$ cat src/verilog/sesc_pkg.sv
// shared constants, command codes and defaults of the standard event status block
package sesc_pkg;
  // ***************************************************************
  // event register / enable mask layout
  // ***************************************************************
  localparam int EV_W = 8;
  localparam int BIT_POWERUP = 7;
  localparam int BIT_CMD_ERR = 5;
  localparam int BIT_EXE_ERR = 4;
  localparam int BIT_DEV_ERR = 3;
  localparam int BIT_QRY_ERR = 2;
  localparam int BIT_OP_DONE = 0;
  // bits 6 and 1 never store
  localparam logic [7:0] EV_IMPL_MASK = 8'hbd;
  localparam logic [7:0] EV_RESET = 8'h00;
  localparam logic [7:0] MASK_RESET = 8'h00;

  // ***************************************************************
  // status byte layout
  // ***************************************************************
  localparam int STB_OPER = 7;
  localparam int STB_SRQ = 6;
  localparam int STB_ESB = 5;
  localparam int STB_MAV = 4;
  localparam int STB_QUES = 3;

  // ***************************************************************
  // answers
  // ***************************************************************
  localparam logic [7:0] ASCII_ONE = 8'h31;
  localparam int IDN_FIELDS = 4;
  localparam logic [1:0] IDN_LAST = 2'h3;
  localparam logic [1:0] LOC_POWERUP = 2'h0;

  // ***************************************************************
  // factory defaults
  // ***************************************************************
  localparam logic [15:0] DEF_SWEEP_POINTS = 16'h0800;
  // sample interval in nanoseconds (15.6 us)
  localparam int SAMPLE_INTERVAL_NS = 15600;
  localparam logic [15:0] DEF_SAMPLE_NS = 16'(SAMPLE_INTERVAL_NS);
  localparam logic [7:0] DEF_TRIG_COUNT = 8'h01;
  localparam logic [15:0] DEF_TRIG_LEVEL = 16'h0000;
  localparam logic [15:0] DEF_TRIG_HYST = 16'h0000;

  typedef enum logic [3:0] {
    SESC_CMD_ESE_WR,
    SESC_CMD_ESE_RD,
    SESC_CMD_ESR_RD,
    SESC_CMD_SRE_WR,
    SESC_CMD_SRE_RD,
    SESC_CMD_STB_RD,
    SESC_CMD_CLS,
    SESC_CMD_OPC,
    SESC_CMD_OPC_RD,
    SESC_CMD_IDN_RD,
    SESC_CMD_OPT_RD,
    SESC_CMD_PSC_WR,
    SESC_CMD_PSC_RD,
    SESC_CMD_RECALL,
    SESC_CMD_FACTORY,
    SESC_CMD_OTHER
  } sesc_cmd_t;
endpackage

$ cat src/verilog/sesc_pending.sv
// tracker of outstanding overlapped operations and triggered actions
`timescale 1ns/100ps
module sesc_pending
  import sesc_pkg::*;
#(
  parameter int CNT_W = 6
)
(
  input wire logic clock,
  input wire logic rst,
  input wire logic op_start,
  input wire logic op_done,
  input wire logic trig_busy,
  input wire logic abort,
  output logic all_done
);
  logic [CNT_W-1:0] count_reg;
  logic [CNT_W-1:0] count_next;

  always_comb
  begin
    count_next = count_reg;
    // abort cancels unfinished overlapped work; trig_busy still holds all_done low
    if (abort)
      count_next = '0;
    else if (op_start && !op_done)
      count_next = count_reg + 1'b1;
    else if (op_done && !op_start && count_reg != '0)
      count_next = count_reg - 1'b1;
  end

  always_ff @(posedge clock)
  begin
    if (rst)
      count_reg <= '0;
    else
      count_reg <= count_next;
  end

  // a start in this cycle counts as pending already
  assign all_done = (count_reg == '0) && !op_start && !trig_busy;
endmodule

$ cat src/verilog/sesc_status_block.sv
// standard event status block: event flags, masks, completion, identity and reset
`timescale 1ns/100ps
// Contract
// enable mask bit one lets matching event flag reach the summary
// event summary bit is OR of enabled event flags
// eight-bit layout shared by flags and mask; bits 6 and 1 read zero
// host writes mask 0..255; query returns current mask
// reading event flags returns value then clears them
// completion command keeps accepting; sets bit 0 when pending work ends
// pending work ends when overlapped commands and triggers finish
// output, relay and trigger commands overlap; others finish first
// completion query stalls commands, then queues ASCII one
// identity query returns four fields in fixed order
// option query reports options by number, zero if none
// power-up clear on: both masks cleared at power-on
// power-up clear off: masks restored from nonvolatile store
// mask write with clear off, and clear setting change, write store
// recall forces trigger abort, cancelling trigger actions
// recall leaves calibration disabled
// power-on recalls location 0 when selected
// factory reset forces trigger abort
// factory reset loads fixed defaults
// service-request-enabled status bits ORed into bit 6
// clear-status clears event flags and other status
// summary recomputed combinationally from flags and mask
// event flags sticky until read or clear-status
module sesc_status_block
  import sesc_pkg::*;
#(
  parameter logic [7:0] MAKER_CODE = 8'h4d, // arbitrary value
  parameter logic [7:0] MODEL_CODE = 8'h41, // arbitrary value
  parameter logic [7:0] SERIAL_CODE = 8'h00,
  parameter logic [7:0] FW_REV_CODE = 8'h10, // arbitrary value
  parameter logic [7:0] OPTION_CODE = 8'h00,
  parameter int PEND_W = 6
)
(
  input wire logic clock,
  input wire logic rst,
  input wire logic cmd_valid,
  input wire sesc_cmd_t cmd_code,
  input wire logic cmd_overlap,
  input wire logic [7:0] cmd_data,
  output logic cmd_ready,
  output logic resp_valid,
  output logic [7:0] resp_data,
  output logic resp_last,
  input wire logic op_done,
  input wire logic trig_busy,
  input wire logic command_error_flag,
  input wire logic execution_error_flag,
  input wire logic device_error_flag,
  input wire logic query_error_flag,
  input wire logic oper_summary,
  input wire logic ques_summary,
  input wire logic msg_available,
  input wire logic nv_powerup_clear,
  input wire logic [7:0] nv_event_mask,
  input wire logic [7:0] nv_service_mask,
  input wire logic powerup_state_select,
  output logic nv_write,
  output logic [7:0] nv_event_mask_out,
  output logic [7:0] nv_service_mask_out,
  output logic nv_powerup_clear_out,
  output logic event_summary_bit,
  output logic [7:0] status_byte,
  output logic service_request,
  output logic status_clear,
  output logic trigger_abort,
  output logic state_recall,
  output logic [1:0] recall_location,
  output logic cal_disable,
  output logic factory_load,
  output logic [15:0] sweep_points,
  output logic [15:0] sample_interval_ns,
  output logic acq_source_internal,
  output logic tran_source_bus,
  output logic slope_positive,
  output logic [7:0] trigger_count,
  output logic [15:0] trigger_level,
  output logic [15:0] trigger_hyst
);
  // ***************************************************************
  // state
  // ***************************************************************
  typedef enum logic [1:0] {ST_INIT, ST_IDLE, ST_OPCQ, ST_IDN} sesc_state_t;

  sesc_state_t state_reg, state_next;
  logic [7:0] event_flags_reg, event_flags_next;
  logic [7:0] event_enable_mask_reg, event_enable_mask_next;
  logic [7:0] service_request_mask_reg, service_request_mask_next;
  logic powerup_clear_setting_reg, powerup_clear_setting_next;
  logic opc_armed_reg, opc_armed_next;
  logic [1:0] idn_idx_reg, idn_idx_next;
  logic resp_valid_reg, resp_valid_next;
  logic [7:0] resp_data_reg, resp_data_next;
  logic resp_last_reg, resp_last_next;
  logic nv_write_reg, nv_write_next, clear_reg, clear_next, abort_reg, abort_next, recall_reg, recall_next;
  logic [1:0] loc_reg, loc_next;
  logic cal_dis_reg, cal_dis_next, factory_reg, factory_next, defaults_reg, defaults_next, take, all_done;
  logic [7:0] ev_set;
  logic [7:0] stb_raw;

  assign take = cmd_valid && cmd_ready;

  sesc_pending #(.CNT_W(PEND_W)) u_pending (
    .clock(clock),
    .rst(rst),
    .op_start(take && cmd_overlap),
    .op_done(op_done),
    .trig_busy(trig_busy),
    .abort(abort_next),
    .all_done(all_done)
  );

  // ***************************************************************
  // summaries
  // ***************************************************************
  assign event_summary_bit = |(event_flags_reg & event_enable_mask_reg);
  assign stb_raw = {oper_summary, 1'b0, event_summary_bit, msg_available, ques_summary, 3'b000};
  assign service_request = |(stb_raw & service_request_mask_reg);
  assign status_byte = {stb_raw[7], service_request, stb_raw[5:0]};
  // only idle takes commands; a completion query holds them off
  assign cmd_ready = (state_reg == ST_IDLE);

  // ***************************************************************
  // next-state logic
  // ***************************************************************
  always_comb
  begin
    state_next = state_reg;
    event_enable_mask_next = event_enable_mask_reg;
    service_request_mask_next = service_request_mask_reg;
    powerup_clear_setting_next = powerup_clear_setting_reg;
    opc_armed_next = opc_armed_reg;
    idn_idx_next = idn_idx_reg;
    resp_valid_next = 1'b0;
    resp_data_next = resp_data_reg;
    resp_last_next = 1'b0;
    nv_write_next = 1'b0;
    clear_next = 1'b0;
    abort_next = 1'b0;
    recall_next = 1'b0;
    loc_next = loc_reg;
    cal_dis_next = cal_dis_reg;
    factory_next = 1'b0;
    defaults_next = 1'b0;
    event_flags_next = event_flags_reg;
    ev_set = 8'h00;
    ev_set[BIT_CMD_ERR] = command_error_flag;
    ev_set[BIT_EXE_ERR] = execution_error_flag;
    ev_set[BIT_DEV_ERR] = device_error_flag;
    ev_set[BIT_QRY_ERR] = query_error_flag;
    if (opc_armed_reg && all_done)
    begin
      ev_set[BIT_OP_DONE] = 1'b1;
      opc_armed_next = 1'b0;
    end
    case (state_reg)
      ST_INIT:
      begin
        ev_set[BIT_POWERUP] = 1'b1;
        powerup_clear_setting_next = nv_powerup_clear;
        if (nv_powerup_clear)
        begin
          event_enable_mask_next = MASK_RESET;
          service_request_mask_next = MASK_RESET;
        end
        else
        begin
          event_enable_mask_next = nv_event_mask & EV_IMPL_MASK;
          service_request_mask_next = nv_service_mask;
        end
        if (powerup_state_select)
        begin
          recall_next = 1'b1;
          loc_next = LOC_POWERUP;
          abort_next = 1'b1;
          cal_dis_next = 1'b1;
        end
        state_next = ST_IDLE;
      end
      ST_IDLE:
      begin
        if (take)
        begin
          case (cmd_code)
            SESC_CMD_ESE_WR:
            begin
              event_enable_mask_next = cmd_data & EV_IMPL_MASK;
              nv_write_next = !powerup_clear_setting_reg;
            end
            SESC_CMD_ESE_RD:
            begin
              resp_valid_next = 1'b1;
              resp_data_next = event_enable_mask_reg;
            end
            SESC_CMD_ESR_RD:
            begin
              resp_valid_next = 1'b1;
              resp_data_next = event_flags_reg & EV_IMPL_MASK;
              event_flags_next = EV_RESET;
            end
            SESC_CMD_SRE_WR:
            begin
              service_request_mask_next = cmd_data;
              nv_write_next = !powerup_clear_setting_reg;
            end
            SESC_CMD_SRE_RD:
            begin
              resp_valid_next = 1'b1;
              resp_data_next = service_request_mask_reg;
            end
            SESC_CMD_STB_RD:
            begin
              resp_valid_next = 1'b1;
              resp_data_next = status_byte;
            end
            SESC_CMD_CLS:
            begin
              event_flags_next = EV_RESET;
              clear_next = 1'b1;
            end
            SESC_CMD_OPC:
              opc_armed_next = 1'b1;
            SESC_CMD_OPC_RD:
              state_next = ST_OPCQ;
            SESC_CMD_IDN_RD:
            begin
              idn_idx_next = 2'h0;
              state_next = ST_IDN;
            end
            SESC_CMD_OPT_RD:
            begin
              resp_valid_next = 1'b1;
              resp_data_next = OPTION_CODE;
            end
            SESC_CMD_PSC_WR:
            begin
              powerup_clear_setting_next = cmd_data[0];
              nv_write_next = 1'b1;
            end
            SESC_CMD_PSC_RD:
            begin
              resp_valid_next = 1'b1;
              resp_data_next = {7'h00, powerup_clear_setting_reg};
            end
            SESC_CMD_RECALL:
            begin
              recall_next = 1'b1;
              loc_next = cmd_data[1:0];
              abort_next = 1'b1;
              cal_dis_next = 1'b1;
            end
            SESC_CMD_FACTORY:
            begin
              factory_next = 1'b1;
              defaults_next = 1'b1;
              abort_next = 1'b1;
              cal_dis_next = 1'b1;
            end
            default: ;
          endcase
        end
      end
      ST_OPCQ:
      begin
        if (all_done)
        begin
          resp_valid_next = 1'b1;
          resp_data_next = ASCII_ONE;
          state_next = ST_IDLE;
        end
      end
      ST_IDN:
      begin
        resp_valid_next = 1'b1;
        case (idn_idx_reg)
          2'h0: resp_data_next = MAKER_CODE;
          2'h1: resp_data_next = MODEL_CODE;
          2'h2: resp_data_next = SERIAL_CODE;
          default: resp_data_next = FW_REV_CODE;
        endcase
        resp_last_next = (idn_idx_reg == IDN_LAST);
        idn_idx_next = idn_idx_reg + 2'h1;
        if (idn_idx_reg == IDN_LAST)
          state_next = ST_IDLE;
      end
      default:
        state_next = ST_IDLE;
    endcase
    // every answer but the identity stream is a single byte
    if (state_reg != ST_IDN)
      resp_last_next = resp_valid_next;
    // new events win over a read or clear in the same cycle
    event_flags_next = (event_flags_next | ev_set) & EV_IMPL_MASK;
  end

  // ***************************************************************
  // registers
  // ***************************************************************
  always_ff @(posedge clock)
  begin
    if (rst)
    begin
      state_reg <= ST_INIT;
      event_flags_reg <= EV_RESET;
      event_enable_mask_reg <= MASK_RESET;
      service_request_mask_reg <= MASK_RESET;
      powerup_clear_setting_reg <= 1'b1;
      opc_armed_reg <= 1'b0;
      idn_idx_reg <= 2'h0;
      resp_valid_reg <= 1'b0;
      resp_data_reg <= 8'h00;
      resp_last_reg <= 1'b0;
      nv_write_reg <= 1'b0;
      clear_reg <= 1'b0;
      abort_reg <= 1'b0;
      recall_reg <= 1'b0;
      loc_reg <= 2'h0;
      cal_dis_reg <= 1'b0;
      factory_reg <= 1'b0;
      defaults_reg <= 1'b1;
    end
    else
    begin
      state_reg <= state_next;
      event_flags_reg <= event_flags_next;
      event_enable_mask_reg <= event_enable_mask_next;
      service_request_mask_reg <= service_request_mask_next;
      powerup_clear_setting_reg <= powerup_clear_setting_next;
      opc_armed_reg <= opc_armed_next;
      idn_idx_reg <= idn_idx_next;
      resp_valid_reg <= resp_valid_next;
      resp_data_reg <= resp_data_next;
      resp_last_reg <= resp_last_next;
      nv_write_reg <= nv_write_next;
      clear_reg <= clear_next;
      abort_reg <= abort_next;
      recall_reg <= recall_next;
      loc_reg <= loc_next;
      cal_dis_reg <= cal_dis_next;
      factory_reg <= factory_next;
      defaults_reg <= defaults_next;
    end
  end

  // ***************************************************************
  // factory settings
  // ***************************************************************
  // loaded after reset and on factory reset; nothing else writes them
  always_ff @(posedge clock)
  begin
    if (rst)
    begin
      sweep_points <= 16'h0000;
      sample_interval_ns <= 16'h0000;
      acq_source_internal <= 1'b0;
      tran_source_bus <= 1'b0;
      slope_positive <= 1'b0;
      trigger_count <= 8'h00;
      trigger_level <= 16'h0000;
      trigger_hyst <= 16'h0000;
    end
    else if (defaults_reg)
    begin
      sweep_points <= DEF_SWEEP_POINTS;
      sample_interval_ns <= DEF_SAMPLE_NS;
      acq_source_internal <= 1'b1;
      tran_source_bus <= 1'b1;
      slope_positive <= 1'b1;
      trigger_count <= DEF_TRIG_COUNT;
      trigger_level <= DEF_TRIG_LEVEL;
      trigger_hyst <= DEF_TRIG_HYST;
    end
  end

  assign resp_valid = resp_valid_reg;
  assign resp_data = resp_data_reg;
  assign resp_last = resp_last_reg;
  assign nv_write = nv_write_reg;
  assign nv_event_mask_out = event_enable_mask_reg;
  assign nv_service_mask_out = service_request_mask_reg;
  assign nv_powerup_clear_out = powerup_clear_setting_reg;
  assign status_clear = clear_reg;
  assign trigger_abort = abort_reg;
  assign state_recall = recall_reg;
  assign recall_location = loc_reg;
  assign cal_disable = cal_dis_reg;
  assign factory_load = factory_reg;
endmodule

$ cat config.mk
export PLATFORM = sky130hd
export DESIGN_NAME = sesc_status_block
export DESIGN_NICKNAME = d
export VERILOG_FILES = /design/src/verilog/sesc_pkg.sv /design/src/verilog/sesc_pending.sv /design/src/verilog/sesc_status_block.sv
export SDC_FILE = /design/constraint.sdc
export NUM_CORES = 1
export LEC_CHECK = 0
export ABC_AREA = 1
export CAP_MARGIN = 20
export CORE_MARGIN = 8
export CORE_UTILIZATION = 55
export CTS_CLUSTER_DIAMETER = 30
export DETAILED_ROUTE_END_ITERATION = 10
export DONT_BUFFER_PORTS = 1
export GPL_ROUTABILITY_DRIVEN = 0
export PLACE_DENSITY = 0.78
export SYNTH_ARGS = -nofsm -noshare
export SYNTH_HDL_FRONTEND = slang
export SYNTH_SLANG_ARGS = --single-unit
$ cat constraint.sdc
create_clock -name clock -period 2.62 [get_ports clock]
set_input_delay 0.262 -clock clock [delete_from_list [all_inputs] [get_ports clock]]
set_output_delay 0.262 -clock clock [all_outputs]
set_load 0.01 [all_outputs]
==> out/results.ini <==
[clock_tree]
clk_pin_slew_worst_paths_ps = 90
cts_root_buffer = clkbuf_8
clock_latency_ps = 310
htreeDepth = 2
cts_tree = done
clock-sinks = 52
postCtsResizedCells = 0
clockBufferDepth = 2
numCtsBuffers = 5

[global_routing]
grt_overflow_total = 0
grt_pass1_vias = 2724
grt_max_degree = 21
antenna_found_initial = 0
grtUsageTotal_pct = 17.87
grt_first_pass_wirelength_mm = 12.99

[critical_path]
cp-endpoint = u_pending.count_reg[3]
r2r_setup_slack_ps = 490
cp.arrival_ps = 2310
critPathLaunchType = register
reg2reg_from = state_reg[1]
critPathKind = reg2reg
critPathMaxFanout = 9
reg2reg_depth = 10
r2r_end = u_pending.count_reg[3]
end_kind = register
critPathRequiredTime_ps = 2800
crit_start = state_reg[1]

[detailed_routing]
drtPass1Iterations = 6
routed_wirelength_mm = 8.432
viasPerCell = 5.190
vias = 2787
dr.first_iter.drc_count = 242
postRouteAntennaNets = 0
wl_per_cell_um = 15.70
drc = 0

[floorplan]
die_height_um = 94.75
fp.coreArea_um2 = 5956
dieArea_um2 = 8978
initial_core_util_pct = 57.27
ios = 164
die_w_um = 94.75
rows = 28

[timing]
period_share_pct = 81.17
post-route-min-period_ps = 2127
rsz0062_at_grt = false
hold_violations = 0
timing.fmax_ghz = 0.4702
setup_viol = 0
relSlewSlack_pct = 51.25
tightest_slew_ps = 726.3
skew_ps = 7.448
report.final.slew_viol_count = 0
setup_tns_ps = 0

[min_path]
min_from = rst
hp-class = in2reg

[cells_and_area]
area_growth_syn_to_layout_pct = -6.016
nFillCells = 586
nNetsFinal = 513
fin_util_pct = 53.82
final_cells = 537
final_common_cell = nand2_1
diodes = 0
drive_gt1_share_pct = 7.792
mostFrequentLayoutCells = 91 x nand2_1, 67 x conb_1, 52 x dfxtp_1, 49 x nor2_1

[synth]
synthCells = 480
ys.flop_type = dfxtp_1
synth_seq_cells = 52
ys_seq_area_share_pct = 30.52
synth.distinct_cells = 40
ys_warn_count = 0
syn_area_um2 = 3411
avgSynthCellArea_um2 = 7.106
synth_edf_count = 0
async_flop_share_pct = 0

[pwr]
p_leak_nw = 1.576
vdd_drop_max_v = 0.0002805
power_density_nw_per_um2 = 619.9

[place]
dp_cells = 528
io_buffers = 0
hpwl_mm = 6.625

[status]
run_status = completed

[run]
maxCapViolations = 0

==> power by group <==
group | internal [mW] | leakage, nW | switching, mW
sequential | 0.854 | 0.428 | 0.0807
clock | 0.312 | 0.0614 | 0.264
combinational | 0.151 | 1.09 | 0.325
==> worst min-delay path by stage <==
| stage | to | slack [ps] | cells past startpoint |
|---|---|---|---|
| finish | trigger_abort | 10 | 1 |
| global placement | resp_data[1] | 340 | 1 |
| detailed placement | resp_data[1] | 340 | 1 |
| global route | event_flags_reg[3] | -0.8 | 1 |
| floorplan | event_flags_reg[2] | 380 | 2 |
| CTS | event_flags_reg[7] | 5 | 1 |
==> layout make-up <==
| cell class | count | area, µm² | area share, % |
|---|---|---|---|
| clock inverters | 2 | 38.79 | 1.210 |
| repair buffers | 4 | 32.53 | 1.015 |
| multi-input cells | 356 | 1757 | 54.80 |
| inverters | 42 | 160.2 | 4.996 |
| well taps | 75 | 93.84 | 2.927 |
| clock buffers | 6 | 82.58 | 2.576 |
| flip-flops and latches | 52 | 1041 | 32.47 |
==> cells by family (layout without fill, tap and decap cells) <==
family | count (synthesis) | after routing | share of synthesized area (%)
compound gates | 83 | 83 | 14.56
xor+xnor | 3 | 3 | 0.7705
fa+ha+maj | 9 | 9 | 3.522
buf+inv | 138 | 54 | 25.24
flops | 52 | 52 | 30.52
other cells | 1 | 67 | 0.1099
simple gates | 194 | 194 | 25.28
==> worst max-delay path, stage by stage (launching register included) <==
cell and delay [ps]:
dfxtp_1 440, inv_4 160, nand4_2 150, nor2_2 160, inv_2 110, ha_1 370, nand2_1 80, nand2_1 60
a31oi_1 190, xor2_1 190, a21oi_1 90
==> metrics by stage <==
step           power [mW]  area (µm²)  hold slack, ps  worst slack (ps)
5_1_grt             2.106        3206         -0.8238             257.5
2_1_floorplan       1.430        3659           379.4             804.1
3_5_place_dp        1.411        3074           338.6             550.4
4_1_cts             1.984        3196           4.528             532.9
6_report            1.987        3206           12.94             493.3
3_3_place_gp        1.392        3074           336.6             640.8
==> synthesized netlist by cell type (5+ instances only) <==
| cell | number | area (µm²) |
|---|---|---|
| clkbuf_1 | 6 | 22.52 |
| nand2_1 | 91 | 341.6 |
| a21oi_1 | 23 | 115.1 |
| buf_4 | 85 | 638.1 |
| nand4_1 | 5 | 31.28 |
| dfxtp_1 | 52 | 1041 |
| o21ai_0 | 30 | 150.1 |
| inv_2 | 6 | 22.52 |
| a31oi_1 | 14 | 87.58 |
| inv_1 | 34 | 127.6 |
| nand3_1 | 34 | 170.2 |
| nor2_1 | 49 | 183.9 |
| ha_1 | 8 | 100.1 |
==> timing repair <==
action / 4_1_cts / 5_1_grt
buffers inserted: 0 / 0
hold buffers: 0 / 1
endpoints found under the hold margin: 0 / 8
==> routing by layer <==
layer	up-vias	share of wire [%]	track usage [%]
li1	1373	-	-
met1	1229	41	21.57
met2	167	45	29.20
met3	18	12	5.556
met4	0	2.4	6.502
met5	-	0	0
Power figures use the tool's default switching activity.
